--- src/prs_pkg.sv ---
/*
 * Constants for the PLL reference select and divider control block:
 * register offsets, field positions, reset values, mode codes, widths.
 * Assumes an 8-bit register port with byte offsets as listed here.
 */
package prs_pkg;

	// Register port
	localparam int ADDR_W = 9;
	localparam int DATA_W = 8;
	localparam logic [8:0] REG_PLL_CTRL = 9'h010;
	localparam logic [8:0] REG_RDIV_LO = 9'h011;
	localparam logic [8:0] REG_RDIV_HI = 9'h012;
	localparam logic [8:0] REG_ADIV = 9'h013;
	localparam logic [8:0] REG_BDIV_LO = 9'h014;
	localparam logic [8:0] REG_BDIV_HI = 9'h015;
	localparam logic [8:0] REG_PSC = 9'h016;
	localparam logic [8:0] REG_LD_CTRL = 9'h018;
	localparam logic [8:0] REG_SYNC_CTRL = 9'h019;
	localparam logic [8:0] REG_MON_CFG = 9'h01B;
	localparam logic [8:0] REG_REF_CTRL = 9'h01C;
	localparam logic [8:0] REG_REF_PREF = 9'h01D;
	localparam logic [8:0] REG_STATUS = 9'h01F;

	// Reset values
	localparam logic [7:0] PLL_CTRL_RST = 8'h01;
	localparam logic [7:0] ZERO_RST = 8'h00;
	localparam logic [1:0] PLL_PD_NORMAL = 2'h0;

	// Reference control fields
	localparam int REF_DIFF_BIT = 0;
	localparam int REF_PRI_EN_BIT = 1;
	localparam int REF_SEC_EN_BIT = 2;
	localparam int REF_XTAL_BIT = 3;
	localparam int REF_MAN_SEC_BIT = 4;
	localparam int REF_AUTO_BIT = 5;
	localparam int REF_PIN_SEL_BIT = 6;
	localparam int REF_DEGLITCH_DIS_BIT = 7;
	localparam int PREF_SEC_BIT = 0;
	localparam int PREF_STATUS_BIT = 1;
	localparam int LD_SE_OFFSET_BIT = 7;
	localparam int PSC_AB_RST_BIT = 4;
	localparam int PSC_SHARED_RST_BIT = 5;
	localparam int PSC_R_RST_BIT = 6;
	localparam int SYNC_LSB = 6;

	// Monitor and status pin source codes
	localparam logic [3:0] MON_PRI_LOST = 4'h7;
	localparam logic [3:0] MON_SEC_LOST = 4'h8;
	localparam logic [3:0] STAT_PRI_LOST = 4'hF;
	localparam logic [3:0] STAT_SEC_LOST = 4'hE;

	// Sync pin reset modes
	typedef enum logic [1:0] {
		PRS_SYNC_OFF = 2'b00,
		PRS_SYNC_LEVEL = 2'b01,
		PRS_SYNC_EDGE = 2'b10,
		PRS_SYNC_RSVD = 2'b11
	} prs_sync_t;

	// Prescaler modes
	typedef enum logic [2:0] {
		PRS_FD1 = 3'b000,
		PRS_FD2 = 3'b001,
		PRS_DM2 = 3'b010,
		PRS_DM4 = 3'b011,
		PRS_DM8 = 3'b100,
		PRS_DM16 = 3'b101,
		PRS_DM32 = 3'b110,
		PRS_FD3 = 3'b111
	} prs_psc_t;

	// Divider widths
	localparam int R_W = 14;
	localparam int A_W = 6;
	localparam int B_W = 13;
	localparam int P_W = 6;
	localparam logic [R_W-1:0] R_ONE = 14'h0001;
	localparam logic [B_W-1:0] B_ONE = 13'h0001;
	localparam logic [A_W-1:0] A_ONE = 6'h01;
	localparam logic [P_W-1:0] P_ONE = 6'h01;

	// Reference loss timeout
	localparam int CLK_PERIOD_NS = 40;
	localparam int REF_LOSS_NS = 2000;
	localparam int REF_LOSS_CYC = REF_LOSS_NS / CLK_PERIOD_NS;

endpackage

--- src/prs_ref_ctrl.sv ---
/*
 * Reference input select, switchover and R/N divider control.
 * Assumes reference, feedback and pin inputs are asynchronous to
 * core_clk_in and much slower than it; registers are written over a
 * plain strobed port in the core clock domain.
 */
// The register offsets and the address-and-strobe port were chosen for this implementation.
// Function
// - All reference input paths are off after reset until software enables one.
// - Differential receiver is powered down unless selected and PLL is on.
// - Single-ended buffers power down on PLL off, own disable, or differential mode.
// - Offset bit set engages DC bias shift on single-ended inputs.
// - Crystal amplifier is enabled only while its enable bit is set.
// - Switching primary and secondary only exists in dual single-ended mode.
// - Manual selection comes from the register bit or the select pin.
// - Monitor output high while primary invalid, switching to secondary, then back.
// - Status output may drive switching; secondary may be the preferred reference.
// - While deglitching, no edge passes until the new reference edge arrives.
// - Automatic selection always reverts to the preferred reference once valid.
// - Reference divider is 14 bits, written through two byte registers.
// - Reference divider values zero and one both divide by one.
// - Reference divider resets by own bit, shared bit, or sync.
// - Feedback ratio equals prescaler modulus times main count plus swallow count.
// - Three-bit prescaler field picks fixed 1, 2, 3 or dual-modulus P/P+1.
// - Fixed-divide modes ignore the swallow count, treating it as zero.
// - Fixed and dual-modulus modes together cover every ratio up to maximum.
// - Main count of one bypasses it; divide equals prescaler setting alone.
// - Feedback counters reset by own or shared bit; bits never self-clear.
// - Two-bit field enables sync pin reset of all counters; off after reset.
`timescale 1ns/1ps

module prs_ref_ctrl import prs_pkg::*; #(
	parameter int LOSS_CYC = REF_LOSS_CYC
) (
	// Clock, reset, enable
	input wire logic core_clk_in,
	input wire logic rst_in,
	input wire logic ce_in,
	// Register port
	input wire logic [ADDR_W-1:0] addr_in,
	input wire logic [DATA_W-1:0] wr_data_in,
	input wire logic wr_en_in,
	input wire logic rd_en_in,
	output logic [DATA_W-1:0] rd_data_out,
	// Pins from outside the clock domain
	input wire logic primary_reference_input_in,
	input wire logic secondary_reference_input_in,
	input wire logic vco_feedback_in,
	input wire logic sync_n_in,
	input wire logic ref_select_pin_in,
	// Analog front end controls
	output logic diff_rx_pd_out,
	output logic primary_buf_pd_out,
	output logic secondary_buf_pd_out,
	output logic se_offset_out,
	output logic crystal_oscillator_enable_out,
	// Selection and monitor pins
	output logic ref_sel_secondary_out,
	output logic reference_monitor_output_out,
	output logic status_out,
	// Divided clocks towards the phase detector
	output logic r_div_pulse_out,
	output logic n_div_pulse_out
);

	localparam int NPIN = 5;
	// Idle pin levels; the sync pin rests high, so no false sync after reset
	localparam logic [NPIN-1:0] PIN_IDLE = 5'h08;
	localparam int LW = $clog2(LOSS_CYC + 1);
	localparam logic [LW-1:0] LOSS_LIM = LW'(LOSS_CYC);

	logic [7:0] pll_ctrl, r_lo, r_hi, a_reg, b_lo, b_hi, psc_reg;
	logic [7:0] ld_ctrl, sync_ctrl, mon_cfg, ref_ctrl, ref_pref;
	logic [NPIN-1:0] pin_raw, s1, s2, s3, filt, rise, fall;
	logic [1:0] ref_valid;
	logic [LW-1:0] loss_cnt [2];
	logic pll_pd, diff_sel, pri_en, sec_en, dual, deg_dis, fixed_sec;
	logic drive, target_sec, sel_sec, pending, new_edge, ref_edge, path_on;
	logic sync_rst, r_rst, n_rst;
	logic [R_W-1:0] r_val, r_cnt, r_load, r_eff;
	logic [A_W-1:0] a_val, a_eff, a_cnt;
	logic [B_W-1:0] b_val, b_eff, b_cnt;
	logic [P_W-1:0] psc_cnt, p_mod;
	prs_psc_t psc_mode, psc_q;
	prs_sync_t sync_mode;

	// Prescaler base modulus per mode
	function automatic logic [P_W-1:0] p_base(input prs_psc_t m);
		case (m)
			PRS_FD1: p_base = 6'h01;
			PRS_FD2, PRS_DM2: p_base = 6'h02;
			PRS_FD3: p_base = 6'h03;
			PRS_DM4: p_base = 6'h04;
			PRS_DM8: p_base = 6'h08;
			PRS_DM16: p_base = 6'h10;
			default: p_base = 6'h20;
		endcase
	endfunction

	function automatic logic is_dm(input prs_psc_t m);
		is_dm = !(m == PRS_FD1 || m == PRS_FD2 || m == PRS_FD3);
	endfunction

	// Register writes; counter reset bits stay until software clears them
	always_ff @(posedge core_clk_in or posedge rst_in) begin
		if (rst_in) begin
			pll_ctrl <= PLL_CTRL_RST;
			r_lo <= ZERO_RST;
			r_hi <= ZERO_RST;
			a_reg <= ZERO_RST;
			b_lo <= ZERO_RST;
			b_hi <= ZERO_RST;
			psc_reg <= ZERO_RST;
			ld_ctrl <= ZERO_RST;
			sync_ctrl <= ZERO_RST;
			mon_cfg <= ZERO_RST;
			ref_ctrl <= ZERO_RST;
			ref_pref <= ZERO_RST;
		end else if (ce_in && wr_en_in) begin
			if (addr_in == REG_PLL_CTRL) begin
				pll_ctrl <= wr_data_in;
			end else if (addr_in == REG_RDIV_LO) begin
				r_lo <= wr_data_in;
			end else if (addr_in == REG_RDIV_HI) begin
				r_hi <= wr_data_in;
			end else if (addr_in == REG_ADIV) begin
				a_reg <= wr_data_in;
			end else if (addr_in == REG_BDIV_LO) begin
				b_lo <= wr_data_in;
			end else if (addr_in == REG_BDIV_HI) begin
				b_hi <= wr_data_in;
			end else if (addr_in == REG_PSC) begin
				psc_reg <= wr_data_in;
			end else if (addr_in == REG_LD_CTRL) begin
				ld_ctrl <= wr_data_in;
			end else if (addr_in == REG_SYNC_CTRL) begin
				sync_ctrl <= wr_data_in;
			end else if (addr_in == REG_MON_CFG) begin
				mon_cfg <= wr_data_in;
			end else if (addr_in == REG_REF_CTRL) begin
				ref_ctrl <= wr_data_in;
			end else if (addr_in == REG_REF_PREF) begin
				ref_pref <= wr_data_in;
			end
		end
	end

	// Read data stands only in the cycle after the strobe
	always_ff @(posedge core_clk_in or posedge rst_in) begin
		if (rst_in) begin
			rd_data_out <= ZERO_RST;
		end else if (ce_in) begin
			rd_data_out <= ZERO_RST;
			if (rd_en_in) begin
				if (addr_in == REG_PLL_CTRL) begin
					rd_data_out <= pll_ctrl;
				end else if (addr_in == REG_RDIV_LO) begin
					rd_data_out <= r_lo;
				end else if (addr_in == REG_RDIV_HI) begin
					rd_data_out <= {2'h0, r_hi[5:0]};
				end else if (addr_in == REG_ADIV) begin
					rd_data_out <= {2'h0, a_reg[5:0]};
				end else if (addr_in == REG_BDIV_LO) begin
					rd_data_out <= b_lo;
				end else if (addr_in == REG_BDIV_HI) begin
					rd_data_out <= {3'h0, b_hi[4:0]};
				end else if (addr_in == REG_PSC) begin
					rd_data_out <= psc_reg;
				end else if (addr_in == REG_LD_CTRL) begin
					rd_data_out <= ld_ctrl;
				end else if (addr_in == REG_SYNC_CTRL) begin
					rd_data_out <= sync_ctrl;
				end else if (addr_in == REG_MON_CFG) begin
					rd_data_out <= mon_cfg;
				end else if (addr_in == REG_REF_CTRL) begin
					rd_data_out <= ref_ctrl;
				end else if (addr_in == REG_REF_PREF) begin
					rd_data_out <= ref_pref;
				end else if (addr_in == REG_STATUS) begin
					rd_data_out <= {3'h0, sync_rst, pending, sel_sec, ref_valid};
				end
			end
		end
	end

	// Pin synchronisers; a level counts once stages two and three agree
	assign pin_raw = {ref_select_pin_in, sync_n_in, vco_feedback_in,
		secondary_reference_input_in, primary_reference_input_in};
	for (genvar i = 0; i < NPIN; i++) begin : g_pin
		always_ff @(posedge core_clk_in or posedge rst_in) begin
			if (rst_in) begin
				s1[i] <= PIN_IDLE[i];
				s2[i] <= PIN_IDLE[i];
				s3[i] <= PIN_IDLE[i];
				filt[i] <= PIN_IDLE[i];
			end else if (ce_in) begin
				s1[i] <= pin_raw[i];
				s2[i] <= s1[i];
				s3[i] <= s2[i];
				if (s2[i] == s3[i]) begin
					filt[i] <= s3[i];
				end
			end
		end
		assign rise[i] = (s2[i] == s3[i]) && s3[i] && !filt[i];
		assign fall[i] = (s2[i] == s3[i]) && !s3[i] && filt[i];
	end

	// Reference activity monitors; invalid after a gap with no edge
	for (genvar k = 0; k < 2; k++) begin : g_mon
		always_ff @(posedge core_clk_in or posedge rst_in) begin
			if (rst_in) begin
				loss_cnt[k] <= LOSS_LIM;
			end else if (ce_in) begin
				if (rise[k]) begin
					loss_cnt[k] <= '0;
				end else if (loss_cnt[k] != LOSS_LIM) begin
					loss_cnt[k] <= loss_cnt[k] + LW'(1);
				end
			end
		end
		assign ref_valid[k] = (loss_cnt[k] != LOSS_LIM);
	end

	// Power and mode decode
	assign pll_pd = (pll_ctrl[1:0] != PLL_PD_NORMAL);
	assign diff_sel = ref_ctrl[REF_DIFF_BIT];
	assign pri_en = ref_ctrl[REF_PRI_EN_BIT];
	assign sec_en = ref_ctrl[REF_SEC_EN_BIT];
	assign deg_dis = ref_ctrl[REF_DEGLITCH_DIS_BIT];
	assign dual = pri_en && sec_en && !diff_sel;
	assign diff_rx_pd_out = !diff_sel || pll_pd;
	assign primary_buf_pd_out = pll_pd || !pri_en || diff_sel;
	assign secondary_buf_pd_out = pll_pd || !sec_en || diff_sel;
	assign se_offset_out = ld_ctrl[LD_SE_OFFSET_BIT];
	assign crystal_oscillator_enable_out = ref_ctrl[REF_XTAL_BIT] && !pll_pd;

	// Monitor and status pins, registered
	always_ff @(posedge core_clk_in or posedge rst_in) begin
		if (rst_in) begin
			reference_monitor_output_out <= 1'b0;
			status_out <= 1'b0;
		end else if (ce_in) begin
			reference_monitor_output_out <= (mon_cfg[3:0] == MON_PRI_LOST && !ref_valid[0])
				|| (mon_cfg[3:0] == MON_SEC_LOST && !ref_valid[1]);
			status_out <= (mon_cfg[7:4] == STAT_PRI_LOST && !ref_valid[0])
				|| (mon_cfg[7:4] == STAT_SEC_LOST && !ref_valid[1]);
		end
	end

	// Selection target; automatic mode always returns to the preferred input
	assign drive = ref_pref[PREF_STATUS_BIT] ? status_out : reference_monitor_output_out;
	assign fixed_sec = sec_en && !pri_en && !diff_sel;
	always_comb begin
		if (!dual) begin
			target_sec = fixed_sec;
		end else if (ref_ctrl[REF_AUTO_BIT]) begin
			target_sec = ref_pref[PREF_SEC_BIT] ^ drive;
		end else if (ref_ctrl[REF_PIN_SEL_BIT]) begin
			target_sec = filt[4];
		end else begin
			target_sec = ref_ctrl[REF_MAN_SEC_BIT];
		end
	end

	// Switchover waits for an edge of the new input when deglitching;
	// a dead target leaves the mux stuck, so software must check it first
	assign new_edge = target_sec ? rise[1] : rise[0];
	assign pending = (target_sec != sel_sec);
	always_ff @(posedge core_clk_in or posedge rst_in) begin
		if (rst_in) begin
			sel_sec <= 1'b0;
		end else if (ce_in && pending && (deg_dis || new_edge)) begin
			sel_sec <= target_sec;
		end
	end
	assign ref_sel_secondary_out = sel_sec;

	// Edge into the reference divider; blocked while a switch is pending
	assign path_on = !pll_pd && (diff_sel || ref_ctrl[REF_XTAL_BIT]
		|| (sel_sec ? sec_en : pri_en));
	assign ref_edge = path_on && !pending && (sel_sec ? rise[1] : rise[0]);

	// Counter resets from bits and sync pin
	assign sync_mode = prs_sync_t'(sync_ctrl[SYNC_LSB+1:SYNC_LSB]);
	assign sync_rst = (sync_mode == PRS_SYNC_LEVEL && !filt[3])
		|| (sync_mode == PRS_SYNC_EDGE && fall[3]);
	assign r_rst = psc_reg[PSC_R_RST_BIT] || psc_reg[PSC_SHARED_RST_BIT] || sync_rst;
	assign n_rst = psc_reg[PSC_AB_RST_BIT] || psc_reg[PSC_SHARED_RST_BIT] || sync_rst;

	// Reference divider; new value loads at terminal count or on counter reset
	assign r_val = {r_hi[5:0], r_lo};
	assign r_eff = (r_load <= R_ONE) ? R_ONE : r_load;
	always_ff @(posedge core_clk_in or posedge rst_in) begin
		if (rst_in) begin
			r_cnt <= '0;
			r_load <= '0;
			r_div_pulse_out <= 1'b0;
		end else if (ce_in) begin
			r_div_pulse_out <= 1'b0;
			if (r_rst) begin
				r_cnt <= '0;
				r_load <= r_val;
			end else if (ref_edge) begin
				if (r_cnt == r_eff - R_ONE) begin
					r_cnt <= '0;
					r_load <= r_val;
					r_div_pulse_out <= 1'b1;
				end else begin
					r_cnt <= r_cnt + R_ONE;
				end
			end
		end
	end

	// Feedback divider: prescaler of P or P+1, swallow and main counters.
	// The first A prescaler cycles use P+1, the rest P, giving P*B+A.
	assign psc_mode = prs_psc_t'(psc_reg[2:0]);
	assign a_val = a_reg[5:0];
	assign b_val = {b_hi[4:0], b_lo};
	assign b_eff = (b_val <= B_ONE) ? B_ONE : b_val;
	assign a_eff = (is_dm(psc_mode) && b_val > B_ONE) ? a_val : '0;
	assign p_mod = p_base(psc_q) + ((is_dm(psc_q) && a_cnt != '0) ? P_ONE : '0);
	always_ff @(posedge core_clk_in or posedge rst_in) begin
		if (rst_in) begin
			psc_cnt <= '0;
			a_cnt <= '0;
			b_cnt <= B_ONE;
			psc_q <= PRS_FD1;
			n_div_pulse_out <= 1'b0;
		end else if (ce_in) begin
			n_div_pulse_out <= 1'b0;
			if (n_rst) begin
				psc_cnt <= '0;
				a_cnt <= a_eff;
				b_cnt <= b_eff;
				psc_q <= psc_mode;
			end else if (rise[2] && !pll_pd) begin
				if (psc_cnt == p_mod - P_ONE) begin
					psc_cnt <= '0;
					if (b_cnt <= B_ONE) begin
						a_cnt <= a_eff;
						b_cnt <= b_eff;
						psc_q <= psc_mode;
						n_div_pulse_out <= 1'b1;
					end else begin
						b_cnt <= b_cnt - B_ONE;
						a_cnt <= (a_cnt != '0) ? a_cnt - A_ONE : a_cnt;
					end
				end else begin
					psc_cnt <= psc_cnt + P_ONE;
				end
			end
		end
	end
endmodule

--- config.mk ---
export PLATFORM = sky130hd
export DESIGN_NAME = prs_ref_ctrl
export DESIGN_NICKNAME = d
export VERILOG_FILES = /design/src/prs_pkg.sv /design/src/prs_ref_ctrl.sv
export SDC_FILE = /design/constraint.sdc
export NUM_CORES = 1
export LEC_CHECK = 0
export ABC_AREA = 1
export BUFFER_PORTS_ARGS = -buffer_cell sky130_fd_sc_hd__buf_2
export CAP_MARGIN = 5
export CORE_MARGIN = 3
export CORE_UTILIZATION = 50
export CTS_CLUSTER_SIZE = 20
export DETAILED_ROUTE_END_ITERATION = 6
export PLACE_DENSITY_LB_ADDON = 0.12
export SLEW_MARGIN = 0
export SYNTH_ARGS = -nofsm -noshare
export SYNTH_HDL_FRONTEND = slang
export SYNTH_SLANG_ARGS = --single-unit
--- constraint.sdc ---
create_clock -name core_clk_in -period 7.9 [get_ports core_clk_in]
set_input_delay 0.395 -clock core_clk_in [delete_from_list [all_inputs] [get_ports core_clk_in]]
set_output_delay 0.395 -clock core_clk_in [all_outputs]
set_load 0.03 [all_outputs]
* After elaboration in Yosys (flattened, before gate mapping)
Index checks and enable logic that the tools add are counted.
** Word-level totals
- Register bits after elaboration :: 190
- Output and inout bits :: 18
- Logic and storage cells :: 266
** Operators by class
- $add $sub $neg :: 9
- $lt $le $gt $ge :: 4
- Eq/ne operators :: 37
- Mux-type cells :: 59
- Bitwise logic cells :: 12
- Reduce and logical (&&, ||, !) cells :: 99
** Operators with widths (number)
- == test 9 x 5 -> 1 bit (second input constant) :: 13
- two-way mux 8 bit :: 13
- two-way mux 14 bit :: 7
- two-way mux 6 bit :: 13
- two-way mux 13 bit :: 5
- one-hot mux 6 bit (6 select lines) :: 1
- logical AND 1 bit :: 28
- less-or-equal comparator 13 x 1 -> 1 bit (second input constant) :: 2
- AND reduction 2 bit :: 10
- logical OR 1 bit :: 19
- adder 6 x 1 -> 6 bit (second input constant) :: 3
- nonzero test 2 bit :: 8
- two-way mux 1 bit :: 15
- adder 14 x 1 -> 14 bit (second input constant) :: 1
- == test 14 bit :: 1
- less-or-equal comparator 14 x 1 -> 1 bit (second input constant) :: 1
- logical NOT 1 bit :: 14
- subtractor 14 x 1 -> 14 bit (second input constant) :: 1
- > comparator 13 x 1 -> 1 bit (second input constant) :: 1
- AND reduction 13 bit :: 1
- subtractor 13 x 1 -> 13 bit (second input constant) :: 1
- == test 3 bit (second input constant) :: 4
- == test 4 bit (second input constant) :: 3
- two-way mux 3 bit :: 4
- other kinds (28) :: 51

* Longest topological paths before layout
- Depth in word-level cells :: 19
- Depth in mapped cells :: 20
- Gate-level depth less buffers :: 19

* Least setup slack after synthesis
OpenSTA, ideal clock, no wires.
- Path kind :: register to register
- From :: reg a_cnt[0]
- To :: reg b_cnt[1]
- Setup time :: 0.130 ns
- Arrival :: 2.871 ns
- Slack :: 4.899 ns
- Stages on the path, launching flop included :: 19
- Clock period less this slack :: 3.001 ns
- Cell sequence :: dfrtp_1 > inv_1 > ha_1 > and3_1 > or3b_2 > ha_1 > ha_1 > or2_2 > nand4_1 > a21oi_1 > o211ai_1 > nor2_1 > nand2_1 > nand2_1 > nand2_2 > inv_2 > buf_2 > o211ai_1 > o21ai_0
** Between the ends
- Cells in the longest elaborated chain, start to end :: 8
** Ends and longest elaborated chain
- start: declaration :: line prs_ref_ctrl.sv:81 : logic [A_W-1:0] a_val, a_eff, a_cnt;
- start signal: assignment :: line prs_ref_ctrl.sv:348 : a_cnt <= (a_cnt != '0) ? a_cnt - A_ONE : a_cnt;
- nonzero test 6 bit :: line prs_ref_ctrl.sv:323 : assign p_mod = p_base(psc_q) + ((is_dm(psc_q) && a_cnt != '0) ? P_ONE : '0);
- logical AND 1 bit :: line prs_ref_ctrl.sv:323
- two-way mux 1 bit :: line prs_ref_ctrl.sv:323
- adder 6 x 1 -> 6 bit :: line prs_ref_ctrl.sv:323
- subtractor 6 x 1 -> 6 bit :: line prs_ref_ctrl.sv:339 : if (psc_cnt == p_mod - P_ONE) begin
- == test 6 bit :: line prs_ref_ctrl.sv:339
- nonzero test 2 bit (no source line)
- AND reduction 3 bit (no source line)
- end signal: assignment :: line prs_ref_ctrl.sv:347 : b_cnt <= b_cnt - B_ONE;
- end: declaration :: line prs_ref_ctrl.sv:82 : logic [B_W-1:0] b_val, b_eff, b_cnt;
Every way passes these cells.
A chain may end at the register's enable or synchronous reset.

* Worst setup path after layout
- From :: reg a_cnt[0]
- To :: reg psc_q[1]
** Between the ends
- Cells in the longest elaborated chain, start to end :: 8
** Ends and longest elaborated chain
- nonzero test 6 bit :: line prs_ref_ctrl.sv:323
- logical AND 1 bit :: line prs_ref_ctrl.sv:323
- two-way mux 1 bit :: line prs_ref_ctrl.sv:323
- adder 6 x 1 -> 6 bit :: line prs_ref_ctrl.sv:323
- subtractor 6 x 1 -> 6 bit :: line prs_ref_ctrl.sv:339
- == test 6 bit :: line prs_ref_ctrl.sv:339
- nonzero test 2 bit (no source line)
- AND reduction 4 bit (no source line)
- end signal: assignment :: line prs_ref_ctrl.sv:337 : psc_q <= psc_mode;
- end signal: assignment :: line prs_ref_ctrl.sv:344 : psc_q <= psc_mode;
- end: declaration :: line prs_ref_ctrl.sv:84 : prs_psc_t psc_mode, psc_q;
Every way passes these cells.

==> results.md <==
- Of all flip-flops after synthesis, the portion carrying an async set or reset was 100%.
- The placement-stage worst setup slack is 4.45 ns.
- After clock tree synthesis, the clock-pin slew on the worst setup and hold paths is 0.07 ns.
- Summing every instance area after synthesis gives 0.0103 sq mm.
- The startpoint of the most critical register-to-register path is a_cnt[0].
- The largest registers in the layout are r_cnt x14, r_load x14, b_cnt x13.
- From synthesis to final layout, the design area changed by 10.1%.
- The number of cells on the worst reg-to-reg path is 18.
- The later-pin clock latency in the skew report is 0.45 ns.
- The number of design-rule violations left by the first detailed-router iteration is 663.
- The area enclosed by the die boundary is 0.0224 sq mm.
- The CTS sink count is 190.
- The worst register-to-register path ends at psc_q[1].
- The number of buffers inserted during clock tree synthesis is 17.
- The die is 150 um tall.
- The number of nets at the end of the flow is 1423.
- The critical path is of the register to register type.
- The number of antenna violations at the first check in global routing was 0.
- STA classifies the critical path endpoint as a register.
- The cell at the root of the clock tree is sky130_fd_sc_hd__clkbuf_16.
- The number of enable flip-flop cells after synthesis is 0.
- The routed design has 26500 um of wire.
- Counting distinct cell types in the post-synthesis netlist gives 46.
- Sequential cells were found to cover 46.3% of the synthesized design area.
- STA classifies the critical path startpoint as a register.
- The via count of the routed design is 8993.
- The longest clock path from root to sink contains 2 buffers.
- The average routed wire per standard cell is 16.0 um.
- In this run the core area contains 51 standard-cell rows.
- The predominant post-synthesis flop cell is sky130_fd_sc_hd__dfrtp_1.
- The relative max-transition margin is 40.6%.
- The detail route stage leaves a number of antenna-violating nets equal to 0.
- Based on the critical path, the design can be clocked at up to 290 MHz.
- The post-CTS setup buffer count is 0.
- The data arrival time at the worst-slack endpoint is 3.77 ns.
- Yosys printed 0 warnings.
- The largest net degree at the start of global routing is 122.
- By instance count, the leading cell after synthesis is sky130_fd_sc_hd__nand2_1.
- The number of global-route vias before repair is 8469.
- The TritonCTS clock tree is yes.
- Setup slack on the worst reg-to-reg path comes out at 4.45 ns.
- By count the netlist is led by 365 x sky130_fd_sc_hd__nand2_1, 178 x sky130_fd_sc_hd__dfrtp_1, 157 x sky130_fd_sc_hd__o21ai_0, 134 x sky130_fd_sc_hd__inv_1, 119 x sky130_fd_sc_hd__nor2_1.
- The final critical-path setup slack is 4.45 ns.
- After legalization and detailed placement, the total HPWL measured 19000 um.
- Ranked by total cell area, the synthesized netlist is headed by sky130_fd_sc_hd__dfrtp_1 43%, sky130_fd_sc_hd__nand2_1 13%, sky130_fd_sc_hd__o21ai_0 7.6%.
- The total of hold buffers inserted after clock tree synthesis is 0.
- The antenna diode count is 0.
- A synthesized cell averages 7.64 sq um.
- The total I/O pin count is 45.
- In this run the worst path has a maximum fanout of 26.
- The worst voltage drop across the vdd grid is 0.149 mV.
- The type of the most critical hold path is primary input to async pin.
- The run finished with clean final reports.
- Across the routed clock network, the largest skew measured is 0.0168 ns.
- Synthesis produced a netlist whose cell count is 1350.
- The part of the cycle the worst path needs is 43.7%.
- The H-tree generated during clock tree synthesis spans 4 levels.
- Cells with a size suffix above 1 make up 8.41% of the layout.
- Setup violations remaining at the end of the flow were counted as 0.
- For this run the aggregate overflow at the end of global routing stands at 0.
- Once the floorplan was initialized, standard cells occupied 52.0% of the core.
- Setup total negative slack on the finished layout was measured at 0 ns.
- The measured slew at the worst slew-check pin is 0.891 ns.
- The tool flagged a number of max-cap violations equal to 0.
- The number of detailed-routing iterations run before antenna repair is 6.
- In this run the power density over the cells is 294 mW/mm^2.
- The die is 150 um wide.
- The number of vias per cell is 5.43.
- For the worst setup path, the data required time is 8.22 ns.
- The largest area contributor in the synthesized netlist is sky130_fd_sc_hd__dfrtp_1.
- The placeable core region is 0.0198 sq mm.
- The leakage power total is 5.53 nW.
- The synthesized design devotes to its leading area cell type 43.2% of total area.
- The first global-routing pass estimated 44100 um of wire.
- The flip-flop and latch count after synthesis is 190.
- The total routing usage reported by global routing is 24.8%.
- The post-synth net total is 1394.
- The post-layout minimum cycle time is 3.45 ns.
- The DRC violation count after routing is 0.
- The final estimated routing congestion in global placement is 0.894.
- Buffers placed on the I/O ports in this run total 44.
- The final count of hold timing violations is 0.
- The final max-slew violation count is 0.
- Once the clock tree was built, the resizer swapped 0 gates to a different size.
- Setup repair after global routing left no endpoint under its margin.
## kinds of logic (layout without fill, tap and decap cells)
| logic type | after synthesis | count (layout) | synth area share, % |
|---|---|---|---|
| XOR/XNOR | 43 | 43 | 3.65 |
| AND/OR/NAND/NOR | 661 | 661 | 27.7 |
| buffers and inverters | 175 | 217 | 6.59 |
| adder cells (fa/ha/maj) | 17 | 17 | 2.06 |
| flip-flops | 190 | 190 | 46.3 |
| AO/OA/AOI/OAI | 264 | 264 | 13.7 |
## worst max-delay path by stage
stage               endpoint  startpoint  cells after the start  slack, ns
floorplan           a_cnt[0]      rst_in                      1       2.35
global placement    psc_q[1]    a_cnt[0]                     18       4.56
detailed placement  psc_q[1]    a_cnt[0]                     18       4.45
CTS                 psc_q[1]    a_cnt[0]                     18       4.43
global route        psc_q[2]    a_cnt[0]                     18       4.08
finish              psc_q[1]    a_cnt[0]                     18       4.45
## power by group
group          switching (mW)  leakage (nW)  internal [mW]  total, mW
sequential              0.134          2.49           1.12       1.26
combinational           0.771          2.73          0.422       1.19
clock                   0.423         0.300          0.465      0.889
total                    1.33          5.53           2.01       3.34
## critical path: stages, from the launching register on
cell and delay, ns:
sky130_fd_sc_hd__dfrtp_1 0.35, sky130_fd_sc_hd__inv_1 0.08, sky130_fd_sc_hd__ha_1 0.20, sky130_fd_sc_hd__and3_1 0.21
sky130_fd_sc_hd__or3b_2 0.45, sky130_fd_sc_hd__ha_1 0.24, sky130_fd_sc_hd__ha_1 0.30, sky130_fd_sc_hd__or2_2 0.10
sky130_fd_sc_hd__nand4_1 0.06, sky130_fd_sc_hd__a21oi_1 0.12, sky130_fd_sc_hd__o211ai_1 0.10, sky130_fd_sc_hd__nor2_1 0.09
sky130_fd_sc_hd__nand2_1 0.07, sky130_fd_sc_hd__nand2_1 0.09, sky130_fd_sc_hd__nand2_2 0.13, sky130_fd_sc_hd__inv_2 0.35
sky130_fd_sc_hd__nand2_1 0.20, sky130_fd_sc_hd__nor2_1 0.13, sky130_fd_sc_hd__a21oi_1 0.05
## area by class of cell
class                   instances  area [sq um]
fillers                      1897          8500
repair buffers                 48           250
clock inverters                13           170
well taps                     265           332
clock buffers                  19           443
flip-flops and latches        190          4770
inverters                     137           522
multi-input cells             985          4860
## metrics by stage
stage / std cells / total power [mW] / util [%] / hold slack (ns) / cell area (sq um)
2_1_floorplan: 1350 / 2.22 / - / 0.442 / 10300
3_3_place_gp: 1625 / 2.44 / 54.1 / 0.455 / 10700
3_5_place_dp: 1625 / 2.46 / 54.1 / 0.458 / 10700
4_1_cts: 1657 / 3.36 / 57.2 / 0.145 / 11300
5_1_grt: 1657 / 3.60 / 57.2 / 0.165 / 11300
6_report: 1657 / 3.34 / 57.2 / 0.0671 / 11300
## per-layer routing
layer | global-route usage (%) | share of wire, %
met1 | 36.2 | 47
met2 | 37.6 | 45
met3 | 4.60 | 5.9
met4 | 8.19 | 2.3
met5 | 0 | 0
## cells in the final DEF, fill, tap and decap left out, types with 3 or more instances in the layout
cell type / n
sky130_fd_sc_hd__a211oi_1: 3
sky130_fd_sc_hd__nor2_1: 119
sky130_fd_sc_hd__buf_2: 44
sky130_fd_sc_hd__o31ai_1: 4
sky130_fd_sc_hd__nand2_1: 365
sky130_fd_sc_hd__or2_2: 4
sky130_fd_sc_hd__nor3_1: 34
sky130_fd_sc_hd__nand4_1: 39
sky130_fd_sc_hd__ha_1: 17
sky130_fd_sc_hd__o21ai_1: 5
sky130_fd_sc_hd__nor4_1: 7
sky130_fd_sc_hd__buf_4: 4
sky130_fd_sc_hd__o21ai_0: 157
sky130_fd_sc_hd__o211ai_1: 10
sky130_fd_sc_hd__clkbuf_16: 17
sky130_fd_sc_hd__dfstp_2: 12
sky130_fd_sc_hd__clkinv_8: 3
sky130_fd_sc_hd__dfrtp_1: 178
sky130_fd_sc_hd__o22ai_1: 12
sky130_fd_sc_hd__a21oi_1: 56
sky130_fd_sc_hd__xor2_1: 35
sky130_fd_sc_hd__nand2_2: 5
sky130_fd_sc_hd__a31oi_1: 10
sky130_fd_sc_hd__inv_8: 6
sky130_fd_sc_hd__nand3b_1: 4
sky130_fd_sc_hd__nor3_2: 4
sky130_fd_sc_hd__xnor2_1: 8
sky130_fd_sc_hd__nand3_1: 68
sky130_fd_sc_hd__inv_1: 133
Power figures use the tool's default switching activity.
